==> config.mk <==
export PLATFORM = sky130hd
export DESIGN_NAME = adc_sequencing_control
export DESIGN_NICKNAME = d
export VERILOG_FILES = /design/src/none_placeholder_removed.sv /design/src/adc_ctrl_pkg.sv /design/src/conv_clock_if.sv /design/src/adc_sequencing_control.sv /design/src/conv_clock_divider.sv
export SDC_FILE = /design/constraint.sdc
export NUM_CORES = 1
export LEC_CHECK = 0
export BUFFER_PORTS_ARGS = -buffer_cell sky130_fd_sc_hd__clkbuf_2
export CAP_MARGIN = 20
export CORE_ASPECT_RATIO = 1.5
export CORE_MARGIN = 3
export CORE_UTILIZATION = 50
export DETAILED_ROUTE_END_ITERATION = 16
export PLACE_DENSITY = 0.9
export SLEW_MARGIN = 20
export SYNTH_ARGS = -nofsm -noshare
export SYNTH_HDL_FRONTEND = slang
export SYNTH_SLANG_ARGS = --single-unit
==> constraint.sdc <==
create_clock -name CLK_SYS -period 3.8 [get_ports CLK_SYS]
set_input_delay 0.19 -clock CLK_SYS [delete_from_list [all_inputs] [get_ports CLK_SYS]]
set_output_delay 0.19 -clock CLK_SYS [all_outputs]
set_load 0.01 [all_outputs]
==> src/none_placeholder_removed.sv <==
`timescale 1ns/10ps
`default_nettype none
`default_nettype wire

==> src/adc_ctrl_pkg.sv <==
`default_nettype none
package adc_ctrl_pkg;
  // Register byte offsets on the APB bus
  localparam logic [7:0] OFS_RESULT_LOW = 8'h00;
  localparam logic [7:0] OFS_RESULT_HIGH = 8'h04;
  localparam logic [7:0] OFS_CONV_CONTROL_0 = 8'h08;
  localparam logic [7:0] OFS_CONV_CONTROL_1 = 8'h0c;
  localparam logic [7:0] OFS_CONV_CONTROL_2 = 8'h10;
  localparam logic [7:0] OFS_BANDGAP_CONTROL = 8'h14;
  localparam int ADDR_W = 8;

  // conv_control_0 field positions
  localparam int START_POS = 7;
  localparam int BUSY_POS = 6;
  localparam int ENABLE_POS = 5;
  localparam int FORMAT_POS = 4;
  // conv_control_1 field positions
  localparam int INSEL_POS = 4;
  localparam int CLKSEL_POS = 0;
  // conv_control_2 field positions
  localparam int AMP_EN_POS = 7;
  localparam int AMP_IN_POS = 4;
  localparam int REF_POS = 2;
  localparam int GAIN_POS = 0;
  // bandgap_control field position
  localparam int BANDGAP_POS = 0;

  // Reset values
  localparam logic [7:0] RST_CONTROL = 8'h00;
  localparam logic [11:0] RST_RESULT = 12'h000;

  // Converter geometry
  localparam int RESULT_W = 12;
  localparam int NUM_EXT = 13;
  localparam int NUM_INT = 6;
  localparam int CLKSEL_W = 3;
  localparam int DIV_W = 7;

  // Conversion length in conversion-clock ticks
  localparam int CONV_TICKS = 16;
  localparam int TICK_CNT_W = 5;
  localparam logic [TICK_CNT_W-1:0] LAST_TICK = TICK_CNT_W'(CONV_TICKS - 1);

  // Sequencer states, one-hot
  typedef enum logic [1:0] {
    ST_IDLE = 2'b01,
    ST_CONVERT = 2'b10
  } conv_state_t;
endpackage : adc_ctrl_pkg
`default_nettype wire

==> src/conv_clock_if.sv <==
`timescale 1ns/10ps
`default_nettype none
interface conv_clock_if;
  import adc_ctrl_pkg::*;
  logic [CLKSEL_W-1:0] sel;
  logic run;
  logic tick;
  // Sequencer side selects the rate and reads the enable pulse
  modport ctrl (output sel, output run, input tick);
  // Divider side
  modport div (input sel, input run, output tick);
endinterface : conv_clock_if
`default_nettype wire

==> src/adc_sequencing_control.sv <==
// The placing of the registers and register access over APB were chosen for this implementation.
`timescale 1ns/10ps
`default_nettype none
module adc_sequencing_control (
  input wire logic CLK_SYS,
  input wire logic NRST,
  // APB slave
  input wire logic PSEL,
  input wire logic PENABLE,
  input wire logic PWRITE,
  input wire logic [adc_ctrl_pkg::ADDR_W-1:0] PADDR,
  input wire logic [31:0] PWDATA,
  input wire logic [3:0] PSTRB,
  output logic [31:0] PRDATA,
  output logic PREADY,
  output logic PSLVERR,
  // Analog converter core
  input wire logic [adc_ctrl_pkg::RESULT_W-1:0] CONV_DATA,
  output logic CONV_POWER,
  output logic CONV_SAMPLE,
  output logic CONV_CLK_EN,
  output logic [adc_ctrl_pkg::NUM_EXT-1:0] EXT_CHANNEL_CONNECT,
  output logic [adc_ctrl_pkg::NUM_INT-1:0] INT_SIGNAL_CONNECT,
  output logic GROUND_CONNECT,
  // Reference and amplifier
  output logic REF_SUPPLY,
  output logic REF_PIN,
  output logic REF_AMP,
  output logic AMP_ENABLE,
  output logic AMP_INPUT_SEL,
  output logic [1:0] AMP_GAIN_SEL,
  output logic BANDGAP_ENABLE,
  // Pin function control
  input wire logic [adc_ctrl_pkg::NUM_EXT-1:0] PIN_ANALOG_SEL,
  output logic [adc_ctrl_pkg::NUM_EXT-1:0] PIN_DIGITAL_OFF,
  output logic [adc_ctrl_pkg::NUM_EXT-1:0] PIN_PULLUP_OFF
);
  import adc_ctrl_pkg::*;

  // Software-visible control state
  logic start_bit;
  logic conv_enable;
  logic result_format;
  logic [3:0] ext_channel_sel;
  logic [3:0] input_signal_sel;
  logic [CLKSEL_W-1:0] conv_clock_sel;
  logic amp_enable;
  logic amp_input_sel;
  logic [1:0] reference_sel;
  logic [1:0] amp_gain_sel;
  logic bandgap_enable;
  logic [7:0] result_low;
  logic [7:0] result_high;

  // Sequencer state
  conv_state_t state;
  conv_state_t next_state;
  logic start_armed;
  logic start_fire;
  logic done;
  logic conv_busy;
  logic [TICK_CNT_W-1:0] tick_count;

  // Bus decode
  logic wr_access;
  logic rd_setup;
  logic lane0;
  logic addr_hit;
  logic [7:0] rd_byte;
  logic [7:0] wbyte;

  conv_clock_if clk_if ();
  conv_clock_divider u_divider (
    .clk(CLK_SYS),
    .nrst(NRST),
    .clk_if(clk_if)
  );

  // Zero-wait slave: write lands at the access edge, read data is fetched at setup
  assign PREADY = 1'b1;
  assign wr_access = PSEL && PENABLE && PWRITE && addr_hit;
  assign rd_setup = PSEL && !PENABLE && !PWRITE;
  assign lane0 = PSTRB[0];
  assign wbyte = PWDATA[7:0];

  // Address decode against the six mapped words
  always_comb begin
    case (PADDR)
      OFS_RESULT_LOW,
      OFS_RESULT_HIGH,
      OFS_CONV_CONTROL_0,
      OFS_CONV_CONTROL_1,
      OFS_CONV_CONTROL_2,
      OFS_BANDGAP_CONTROL: addr_hit = 1'b1;
      default: addr_hit = 1'b0;
    endcase
  end

  // Error only in access phase of an unmapped address
  assign PSLVERR = PSEL && PENABLE && !addr_hit;

  // Read mux; unimplemented bits read as zero
  always_comb begin
    rd_byte = 8'h00;
    case (PADDR)
      OFS_RESULT_LOW: rd_byte = result_low;
      OFS_RESULT_HIGH: rd_byte = result_high;
      OFS_CONV_CONTROL_0: begin
        rd_byte[START_POS] = start_bit;
        rd_byte[BUSY_POS] = conv_busy;
        rd_byte[ENABLE_POS] = conv_enable;
        rd_byte[FORMAT_POS] = result_format;
        rd_byte[3:0] = ext_channel_sel;
      end
      OFS_CONV_CONTROL_1: begin
        rd_byte[INSEL_POS +: 4] = input_signal_sel;
        rd_byte[CLKSEL_POS +: CLKSEL_W] = conv_clock_sel;
      end
      OFS_CONV_CONTROL_2: begin
        rd_byte[AMP_EN_POS] = amp_enable;
        rd_byte[AMP_IN_POS] = amp_input_sel;
        rd_byte[REF_POS +: 2] = reference_sel;
        rd_byte[GAIN_POS +: 2] = amp_gain_sel;
      end
      OFS_BANDGAP_CONTROL: rd_byte[BANDGAP_POS] = bandgap_enable;
      default: rd_byte = 8'h00;
    endcase
  end

  // Read data held in a flop from the setup cycle through the access cycle
  always_ff @(posedge CLK_SYS or negedge NRST) begin
    if (!NRST) begin
      PRDATA <= 32'h0000_0000;
    end else if (rd_setup) begin
      PRDATA <= {24'h00_0000, rd_byte};
    end
  end

  // Control register 0 writable fields; busy has no write path
  always_ff @(posedge CLK_SYS or negedge NRST) begin
    if (!NRST) begin
      start_bit <= RST_CONTROL[START_POS];
      conv_enable <= RST_CONTROL[ENABLE_POS];
      result_format <= RST_CONTROL[FORMAT_POS];
      ext_channel_sel <= RST_CONTROL[3:0];
    end else if (wr_access && lane0 && PADDR == OFS_CONV_CONTROL_0) begin
      start_bit <= wbyte[START_POS];
      conv_enable <= wbyte[ENABLE_POS];
      result_format <= wbyte[FORMAT_POS];
      ext_channel_sel <= wbyte[3:0];
    end
  end

  // Control register 1: input select and conversion clock select
  always_ff @(posedge CLK_SYS or negedge NRST) begin
    if (!NRST) begin
      input_signal_sel <= RST_CONTROL[INSEL_POS +: 4];
      conv_clock_sel <= RST_CONTROL[CLKSEL_POS +: CLKSEL_W];
    end else if (wr_access && lane0 && PADDR == OFS_CONV_CONTROL_1) begin
      input_signal_sel <= wbyte[INSEL_POS +: 4];
      conv_clock_sel <= wbyte[CLKSEL_POS +: CLKSEL_W];
    end
  end

  // Control register 2 owns the whole amplifier setup
  always_ff @(posedge CLK_SYS or negedge NRST) begin
    if (!NRST) begin
      amp_enable <= RST_CONTROL[AMP_EN_POS];
      amp_input_sel <= RST_CONTROL[AMP_IN_POS];
      reference_sel <= RST_CONTROL[REF_POS +: 2];
      amp_gain_sel <= RST_CONTROL[GAIN_POS +: 2];
    end else if (wr_access && lane0 && PADDR == OFS_CONV_CONTROL_2) begin
      amp_enable <= wbyte[AMP_EN_POS];
      amp_input_sel <= wbyte[AMP_IN_POS];
      reference_sel <= wbyte[REF_POS +: 2];
      amp_gain_sel <= wbyte[GAIN_POS +: 2];
    end
  end

  // Bandgap switch in a register of its own
  always_ff @(posedge CLK_SYS or negedge NRST) begin
    if (!NRST) begin
      bandgap_enable <= RST_CONTROL[BANDGAP_POS];
    end else if (wr_access && lane0 && PADDR == OFS_BANDGAP_CONTROL) begin
      bandgap_enable <= wbyte[BANDGAP_POS];
    end
  end

  // Arm on a 0-to-1 write of start, fire on the following 1-to-0 write
  always_ff @(posedge CLK_SYS or negedge NRST) begin
    if (!NRST) begin
      start_armed <= 1'b0;
    end else if (wr_access && lane0 && PADDR == OFS_CONV_CONTROL_0) begin
      if (!start_bit && wbyte[START_POS]) begin
        start_armed <= 1'b1;
      end else if (!wbyte[START_POS]) begin
        start_armed <= 1'b0;
      end
    end
  end

  // Fire only when enabled and the single converter is free
  assign start_fire = wr_access && lane0 && PADDR == OFS_CONV_CONTROL_0
                      && start_armed && start_bit && !wbyte[START_POS]
                      && conv_enable && wbyte[ENABLE_POS] && state == ST_IDLE;

  // Last tick of the fixed-length conversion
  assign done = state == ST_CONVERT && clk_if.tick && tick_count == LAST_TICK;

  // Sequencer: disabling mid-conversion abandons it without touching results
  always_comb begin
    next_state = state;
    case (state)
      ST_IDLE: begin
        if (start_fire) begin
          next_state = ST_CONVERT;
        end
      end
      ST_CONVERT: begin
        if (done || !conv_enable) begin
          next_state = ST_IDLE;
        end
      end
      default: next_state = ST_IDLE;
    endcase
  end

  always_ff @(posedge CLK_SYS or negedge NRST) begin
    if (!NRST) begin
      state <= ST_IDLE;
    end else begin
      state <= next_state;
    end
  end

  assign conv_busy = state == ST_CONVERT;
  // Tick counter restarts with every conversion
  always_ff @(posedge CLK_SYS or negedge NRST) begin
    if (!NRST) begin
      tick_count <= '0;
    end else if (state != ST_CONVERT) begin
      tick_count <= '0;
    end else if (clk_if.tick) begin
      tick_count <= tick_count + TICK_CNT_W'(1);
    end
  end

  // Divider runs only while converting, at the selected rate
  assign clk_if.sel = conv_clock_sel;
  assign clk_if.run = conv_busy;

  // Result captured in the same cycle busy drops; never while disabled
  always_ff @(posedge CLK_SYS or negedge NRST) begin
    if (!NRST) begin
      result_high <= 8'h00;
      result_low <= 8'h00;
    end else if (done && conv_enable) begin
      if (result_format) begin
        result_high <= {4'h0, CONV_DATA[11:8]};
        result_low <= CONV_DATA[7:0];
      end else begin
        result_high <= CONV_DATA[11:4];
        result_low <= {CONV_DATA[3:0], 4'h0};
      end
    end
  end

  // Conversion strobes toward the core
  always_ff @(posedge CLK_SYS or negedge NRST) begin
    if (!NRST) begin
      CONV_SAMPLE <= 1'b0;
      CONV_CLK_EN <= 1'b0;
    end else begin
      CONV_SAMPLE <= start_fire;
      CONV_CLK_EN <= clk_if.tick && conv_busy;
    end
  end

  // Input signal decode
  logic ext_selected;
  logic [NUM_INT-1:0] next_int_connect;
  logic next_ground;
  logic [NUM_EXT-1:0] next_ext_connect;

  always_comb begin
    ext_selected = 1'b0;
    next_int_connect = '0;
    next_ground = 1'b0;
    case (input_signal_sel)
      4'h0, 4'h4, 4'hc, 4'hd, 4'he, 4'hf: ext_selected = 1'b1;
      4'h1: next_int_connect[0] = 1'b1;
      4'h2: next_int_connect[1] = 1'b1;
      4'h3: next_int_connect[2] = 1'b1;
      4'h5: next_int_connect[3] = 1'b1;
      4'h6: next_int_connect[4] = 1'b1;
      4'h7: next_int_connect[5] = 1'b1;
      default: next_ground = 1'b1;
    endcase
  end
  // Per-channel connect and pin takeover
  logic [NUM_EXT-1:0] next_digital_off;
  logic [NUM_EXT-1:0] next_pullup_off;

  genvar ch;
  generate
    for (ch = 0; ch < NUM_EXT; ch++) begin : g_channel
      // Codes 13..15 match no channel and leave all open
      assign next_ext_connect[ch] = ext_selected
                                    && ext_channel_sel == 4'(ch);
      assign next_digital_off[ch] = PIN_ANALOG_SEL[ch];
      assign next_pullup_off[ch] = PIN_ANALOG_SEL[ch];
    end
  endgenerate

  // Analog controls registered so the switches never see decode glitches
  always_ff @(posedge CLK_SYS or negedge NRST) begin
    if (!NRST) begin
      EXT_CHANNEL_CONNECT <= '0;
      INT_SIGNAL_CONNECT <= '0;
      GROUND_CONNECT <= 1'b0;
      PIN_DIGITAL_OFF <= '0;
      PIN_PULLUP_OFF <= '0;
    end else begin
      EXT_CHANNEL_CONNECT <= next_ext_connect;
      INT_SIGNAL_CONNECT <= next_int_connect;
      GROUND_CONNECT <= next_ground;
      PIN_DIGITAL_OFF <= next_digital_off;
      PIN_PULLUP_OFF <= next_pullup_off;
    end
  end

  // Power, reference and amplifier outputs
  always_ff @(posedge CLK_SYS or negedge NRST) begin
    if (!NRST) begin
      CONV_POWER <= 1'b0;
      REF_SUPPLY <= 1'b0;
      REF_PIN <= 1'b0;
      REF_AMP <= 1'b0;
      AMP_ENABLE <= 1'b0;
      AMP_INPUT_SEL <= 1'b0;
      AMP_GAIN_SEL <= 2'h0;
      BANDGAP_ENABLE <= 1'b0;
    end else begin
      CONV_POWER <= conv_enable;
      REF_SUPPLY <= reference_sel == 2'h0;
      REF_PIN <= reference_sel == 2'h1;
      REF_AMP <= reference_sel[1];
      AMP_ENABLE <= amp_enable;
      AMP_INPUT_SEL <= amp_input_sel;
      AMP_GAIN_SEL <= amp_gain_sel;
      BANDGAP_ENABLE <= bandgap_enable;
    end
  end
endmodule : adc_sequencing_control
`default_nettype wire

==> src/conv_clock_divider.sv <==
`timescale 1ns/10ps
`default_nettype none
module conv_clock_divider (
  input wire logic clk,
  input wire logic nrst,
  conv_clock_if.div clk_if
);
  import adc_ctrl_pkg::*;

  logic [DIV_W-1:0] count;
  logic [DIV_W-1:0] mask;

  // Mask of low bits that must all be ones for the selected divide ratio
  always_comb begin
    mask = DIV_W'((8'h01 << clk_if.sel) - 8'h01);
  end

  // Counter only runs during a conversion, so each one starts phase-aligned
  always_ff @(posedge clk or negedge nrst) begin
    if (!nrst) begin
      count <= '0;
    end else if (!clk_if.run) begin
      count <= '0;
    end else begin
      count <= count + DIV_W'(1);
    end
  end

  // One-cycle enable every 2^sel system clocks
  assign clk_if.tick = clk_if.run && ((count & mask) == mask);
endmodule : conv_clock_divider
`default_nettype wire

* After elaboration in Yosys (flattened, before gate mapping)
Cells that the tools add are included.
** Operators by class
- $add $sub $neg :: 3
- Equal/unequal tests :: 37
- Reduce and logical (&&, ||, !) cells :: 52
- Bitwise logic cells :: 1
- Shift operators :: 1
- Muxes and demuxes :: 25
** Operators by type and width (count)
- $eq 4x4->1 const B :: 9
- $logic_and 1x1->1 :: 35
- $eq 4x3->1 const B :: 8
- $eq 4x2->1 const B :: 4
- $eq 8x4->1 const B :: 2
- $eq 8x5->1 const B :: 2
- $mux 8 :: 2
- $reduce_or 12->1 :: 1
- $reduce_or 6->1 :: 2
- $mux 1 :: 11
- $mux 5 :: 2
- $pmux 1 s5 :: 2
- $pmux 2 s5 :: 1
- $eq 4x1->1 const B :: 2
- $eq 8x3->1 const B :: 1
- $logic_not 4->1 :: 2
- $logic_not 8->1 :: 1
- $pmux 2 s4 :: 1
- $add 7x1->7 const B :: 1
- $and 7x7->7 :: 1
- $eq 7x7->1 :: 1
- $mux 7 :: 1
- $shl 1x3->7 const A :: 1
- $sub 7x1->7 const B :: 1
- other kinds (15) :: 25
** Storage, ports and cells
- Register bits :: 104
- Input port bits :: 74
- Output and inout bits :: 91
- Logic and storage cells :: 151

* Longest topological paths before layout
- Depth after elaboration :: 14
- Mapped depth :: 10
- Mapped depth without buffers :: 8

* Modules after synthesis
Synthesis repeated with hierarchy kept, for this count alone.
** Unflattened totals
- Cells, all modules :: 394
- Area total of the unflattened synthesis :: 4579.4 sq um
** Modules (own cells, without submodules)
- adc_sequencing_control :: area an instance 4219.0 sq um, cells each 357, instances 1, seq. area each 2428.6 sq um
- conv_clock_divider :: area an instance 360.3 sq um, cells each 37, instances 1, seq. area each 175.2 sq um

* Least setup slack after synthesis
No wires, ideal clock.
- Path type :: register -> register
- From :: reg conv_clock_sel[0], in the netlist clk_if.sel[0]
- To :: reg result_high[0]
- Data arrival time :: 2.742 ns
- Buffers on the path :: 2
- Required time :: 3.675 ns
- Period minus slack after synthesis :: 2.868 ns
- Stages on the path, launching flop included :: 9
- Slack :: 0.932 ns
- Path through :: dfrtp_1 -> buf_6 -> or3_4 -> ha_1 -> or4b_2 -> a31oi_1 -> nor4_4 -> buf_8 -> mux2_4
** Between the ends
- Longest elaborated chain between the ends :: 8
** Ends and longest elaborated chain
- start: declaration :: line adc_sequencing_control.sv:46 : logic [CLKSEL_W-1:0] conv_clock_sel;
- start signal: assignment :: line adc_sequencing_control.sv:158 : conv_clock_sel <= RST_CONTROL[CLKSEL_POS +: CLKSEL_W];
- start signal: assignment :: line adc_sequencing_control.sv:161 : conv_clock_sel <= wbyte[CLKSEL_POS +: CLKSEL_W];
- $shl 1x3->7 (*) :: line conv_clock_divider.sv:15 : mask = DIV_W'((8'h01 << clk_if.sel) - 8'h01);
- $sub 7x1->7 (*) :: line conv_clock_divider.sv:15
- $and 7x7->7 :: line conv_clock_divider.sv:30 : assign clk_if.tick = clk_if.run && ((count & mask) == mask);
- $eq 7x7->1 (*) :: line conv_clock_divider.sv:30
- $logic_and 1x1->1 (*) :: line conv_clock_divider.sv:30
- $logic_and 1x1->1 (*) (2 in series) :: line adc_sequencing_control.sv:208 : assign done = state == ST_CONVERT && clk_if.tick && tick_count == LAST_TICK;
- $logic_and 1x1->1 (*) :: line adc_sequencing_control.sv:257 : end else if (done && conv_enable) begin
- end signal: assignment :: line adc_sequencing_control.sv:259 : result_high <= {4'h0, CONV_DATA[11:8]};
- end signal: assignment :: line adc_sequencing_control.sv:262 : result_high <= CONV_DATA[11:4];
- end: declaration :: line adc_sequencing_control.sv:53 : logic [7:0] result_high;
Every way passes the cells marked *; elsewhere a longest branch is shown, timed or not.
A chain may end at the register's enable or synchronous reset.

* Worst setup path after layout
- From :: reg conv_clock_sel[2], in the netlist clk_if.sel[2]
- To :: reg result_high[6]
Same word-level chain as after synthesis.

==> implementation parameters <==
Parameter                              Value

Yosys
  Count of state elements after synthesis ... between 100 and 150
  Dominant cell type by area after synthesis ... dfrtp_1
  Ys Warns ... 0
  Average cell area after synthesis ... 11.71 um2
  Synth cell types ... 52
  Biggest area contributors in the synthesized netlist ... dfrtp_1 54%, mux2_2 8.5%, buf_4 6.0%
  Share of flip-flops with an asynchronous set or reset after synthesis ... 1.000
  Number of enable flip-flop cells after synthesis ... 0
  Area fraction of the dominant cell type after synthesis ... 0.5435
  Synth Cell Area ... 4742 um2
  Flip-flop cell with the highest count after synthesis ... dfrtp_1
  Cell count after synthesis ... between 400 and 500
  Sequential cell area fraction in the yosys report ... 0.5491

Worst setup path
  CP startpoint kind ... register
  Reg2Reg Launch Point ... clk_if.sel[2]
  CP max FO ... 12
  Path type of the worst setup path ... reg -> reg
  Data arrival time of the worst path ... around 3400 ps
  Required time of the critical path ... 4030 ps
  Cells on worst reg2reg path ... 8
  Worst reg2reg path endpoint ... result_high[6]
  Critical Path Sink Type ... register
  Reg-to-reg setup timing slack ... 690 ps

Cells and area
  Layout area overhead ... 18.23%
  # diodes ... 0
  End-of-flow core utilization ... 0.6203
  Share of layout cells above drive strength 1 ... 0.3580
  Post-route cell area ... 5607 um2
  Number of nets at the end of the flow ... between 500 and 600
  Final-layout fill cell count ... roughly 670

Drt
  Starting DRC count in detailed routing ... 260
  Average vias per placed instance ... ~5.5
  Antenna violation net count after detailed routing ... 0
  Post-route DRC violation count ... 0
  Final Routed Wirelength ... between 10000 and 15000 um
  Routed len/inst ... around 17 um
  Vias after detailed routing ... approximately 3.4k
  Detailed Routing Iterations Pass 1 ... 6

Clocking
  Buffer type at the clock tree root ... clkbuf_16
  Worst-case clock buffer depth ... 2
  CTS tree ... yes
  Reg clk slew, reported paths ... about 70 ps
  CTS-repair resized insts ... 0
  Worst-skew pair later-pin latency ... 350 ps
  Cts bufs inserted ... 9
  Clock H-tree levels ... 3
  Clock tree sinks ... between 100 and 150

Timing
  Final period util ... 0.8195
  Min cycle time layout ... roughly 3100 ps
  Post-route worst hold slack ... -13.39 ps
  Count of final hold-check violations ... 16
  Count of final max-slew check failures ... 0
  RSZ-0062 raised after global routing ... no
  Worst-margin pin slew ... between 900 and 1000 ps
  Setup clock skew after layout ... approximately 5.5 ps
  Highest clock frequency the design can meet ... approximately 320 MHz
  Worst slew slack as a fraction of its limit ... 0.3704
  Setup-violating endpoint count in the final report ... 0
  Total Negative Setup Slacks ... 0 ps

Power and ir drop
  Static leakage power ... approximately 2.8 nW
  Proportion of power drawn by the clock network ... 0.419
  Fraction of power spent switching nets ... 0.2252
  Worst ir drop on vdd ... between 200 and 300 uV
  Power share of the combinational group ... 0.068
  Internal Power ... between 0.0015 and 0.002 W
  Net switching power of the design ... 0.0004945 W
  Sequential fraction of design power ... 0.513
  Power Density ... between 300 and 400 nW/um2

Flow run
  Maximum Capacitance Violations ... 0

GRT
  Vias in the first global route ... between 3k and 4k
  GRT Total Usage ... 0.2106
  Number of antenna violations at the first check in global routing ... 0
  Sum of overflow across all layers after global routing ... 0
  Pin count of the biggest net entering global routing ... 78
  Wire length of the first global-routing pass ... 17660 um

Status
  Violated checks ... negative hold slack
  Run status ... finished with violations

Die
  Initial core utilization ... 0.5246
  Die area ... between 10000 and 15000 um2
  Floorplan die height ... roughly 130 um
  Area inside the core boundary ... approximately 9000 um2
  Horiz. Die Dim ... 85.52 um
  I/O pin total ... about 170
  Number of placement rows ... between 40 and 50

Placement
  Global placement routability congestion ... around 0.84
  Buffers on Ports ... 112
  DPL Wire Length ... about 7600 um
  Area post-placement ... 5182 um2

Worst hold path
  Classification of the worst-slack hold path ... in -> async
[layout by cell type, fill, tap and decap left out, types with 2 or more instances in the layout]
master	Yosys	final
conb_1	2	25
mux2_2	36	36
a31o_2	3	3
mux2_4	6	6
nand2b_1	7	7
or3_1	3	3
clkbuf_2	0	111
nand2_1	29	29
nor3_1	10	10
a31oi_1	4	4
mux2i_1	12	12
a21oi_1	6	6
o22a_1	2	2
o21ai_0	14	14
nand4_1	5	5
xor2_1	2	2
nor2_1	34	34
or3_4	2	2
mux4_2	4	4
a22oi_1	2	2
dfrtp_1	103	103
inv_1	8	8
nand3_1	9	9
a21boi_0	2	2
nand4b_1	2	2
nor2b_1	10	10
dlygate4sd3_1	0	13
nand3b_1	2	2
ha_1	4	4
xnor2_1	3	3
clkbuf_16	0	9
nor4_1	3	3
nor3b_1	2	2
buf_4	38	2
and3_1	4	4
[cell usage after synthesis (3+ instances only)]
master / n
a31o_2: 3
dfrtp_1: 103
nand2_1: 29
nor3_1: 10
and3_1: 4
mux2_2: 36
buf_4: 38
nand4_1: 5
mux4_2: 4
or3_1: 3
nor2_1: 34
xnor2_1: 3
nand3_1: 9
a31oi_1: 4
nor2b_1: 10
nor4_1: 3
nand2b_1: 7
ha_1: 4
mux2i_1: 12
inv_1: 8
clkbuf_1: 12
o21ai_0: 14
a21oi_1: 6
mux2_4: 6
[flip-flops by register name, summed over array words and instances (netlist names), 2 cells and up]
register	cells
EXT_CHANNEL_CONNECT	13
result_high	8
amp_gain_sel	2
PIN_PULLUP_OFF	13
ext_channel_sel	4
state	2
tick_count	5
AMP_GAIN_SEL	2
INT_SIGNAL_CONNECT	6
u_divider.count	7
PRDATA	8
result_low	8
input_signal_sel	4
clk_if.sel	3
reference_sel	2
[logic make-up after synthesis]
group	share of synthesized area
other cells	0.001584
mux	0.1488
buf+inv	0.08417
fa+ha+maj	0.01055
compound gates	0.05357
simple gates	0.1430
xor+xnor	0.009237
flops	0.5491
[layer usage]
| layer | vias up | wire length (um) | global-route usage |
|---|---|---|---|
| li1 | 1545 | - | - |
| met1 | 1686 | 3803 | 0.2309 |
| met2 | 152 | 5641 | 0.3631 |
| met3 | 40 | 901 | 0.06781 |
| met5 | - | 0 | 0 |
| met4 | 0 | 391 | 0.1007 |
[power by group through the flow]
stage	combinational [W]	clock, W	sequential [W]
after CTS	0.000150	0.000933	0.00113
final	0.000150	0.000920	0.00113
after global routing	0.000166	0.000975	0.00113
after detailed placement	0.000138	0	0.00115
after floorplan	0.0000877	0	0.00115
after global placement	0.000134	0	0.00115
[timing repair]
action / in CTS / in global routing
buffers inserted: 0 / 0
hold buffers: 13 / 0
hold endpoints to repair: 13 / 0
[how the worst max path moves through the flow]
| stage | start | endpoint | slack (ps) | cells after the start |
|---|---|---|---|---|
| floorplan | clk_if.sel[0] | result_high[0] | 930 | 8 |
| global placement | clk_if.sel[2] | result_high[3] | 520 | 7 |
| detailed placement | clk_if.sel[2] | result_high[7] | 700 | 7 |
| CTS | clk_if.sel[2] | result_low[5] | 690 | 7 |
| global route | clk_if.sel[2] | result_high[5] | 560 | 8 |
| finish | clk_if.sel[2] | result_high[6] | 690 | 8 |
[critical path, cell delays in order, from the launching register on]
cell      delay [ps]
dfrtp_1          500
or3_4            430
ha_1             290
nand4b_1         120
o31ai_1          100
a22o_1           310
nor4_4           650
buf_8            240
mux2_2           350
[layout make-up]
| class | instances | area, um2 | share of cell area |
|---|---|---|---|
| Clock inverter | 4 | 55.05 | 0.009819 |
| Tap cell | 110 | 137.6 | 0.02455 |
| Sequential cell | 104 | 2604 | 0.4644 |
| Timing Repair Buffer | 127 | 715.7 | 0.1276 |
| Clock buffer | 10 | 239.0 | 0.04262 |
| Inverter | 8 | 30.03 | 0.005356 |
| Multi-Input combinational cell | 261 | 1826 | 0.3256 |
[through the flow]
step / setup slack [ps] / cells / hold WS (ps) / total power (W)
2_1_floorplan: 932.4 / 428 / -105.6 / 0.001237
3_3_place_gp: 520.8 / 596 / 298.8 / 0.001280
3_5_place_dp: 700.4 / 597 / 299.6 / 0.001285
4_1_cts: 689.9 / 624 / 25.25 / 0.002209
5_1_grt: 564.7 / 624 / 67.11 / 0.002268
6_report: 685.9 / 624 / -13.39 / 0.002196
(Power assumes the default switching activity.)
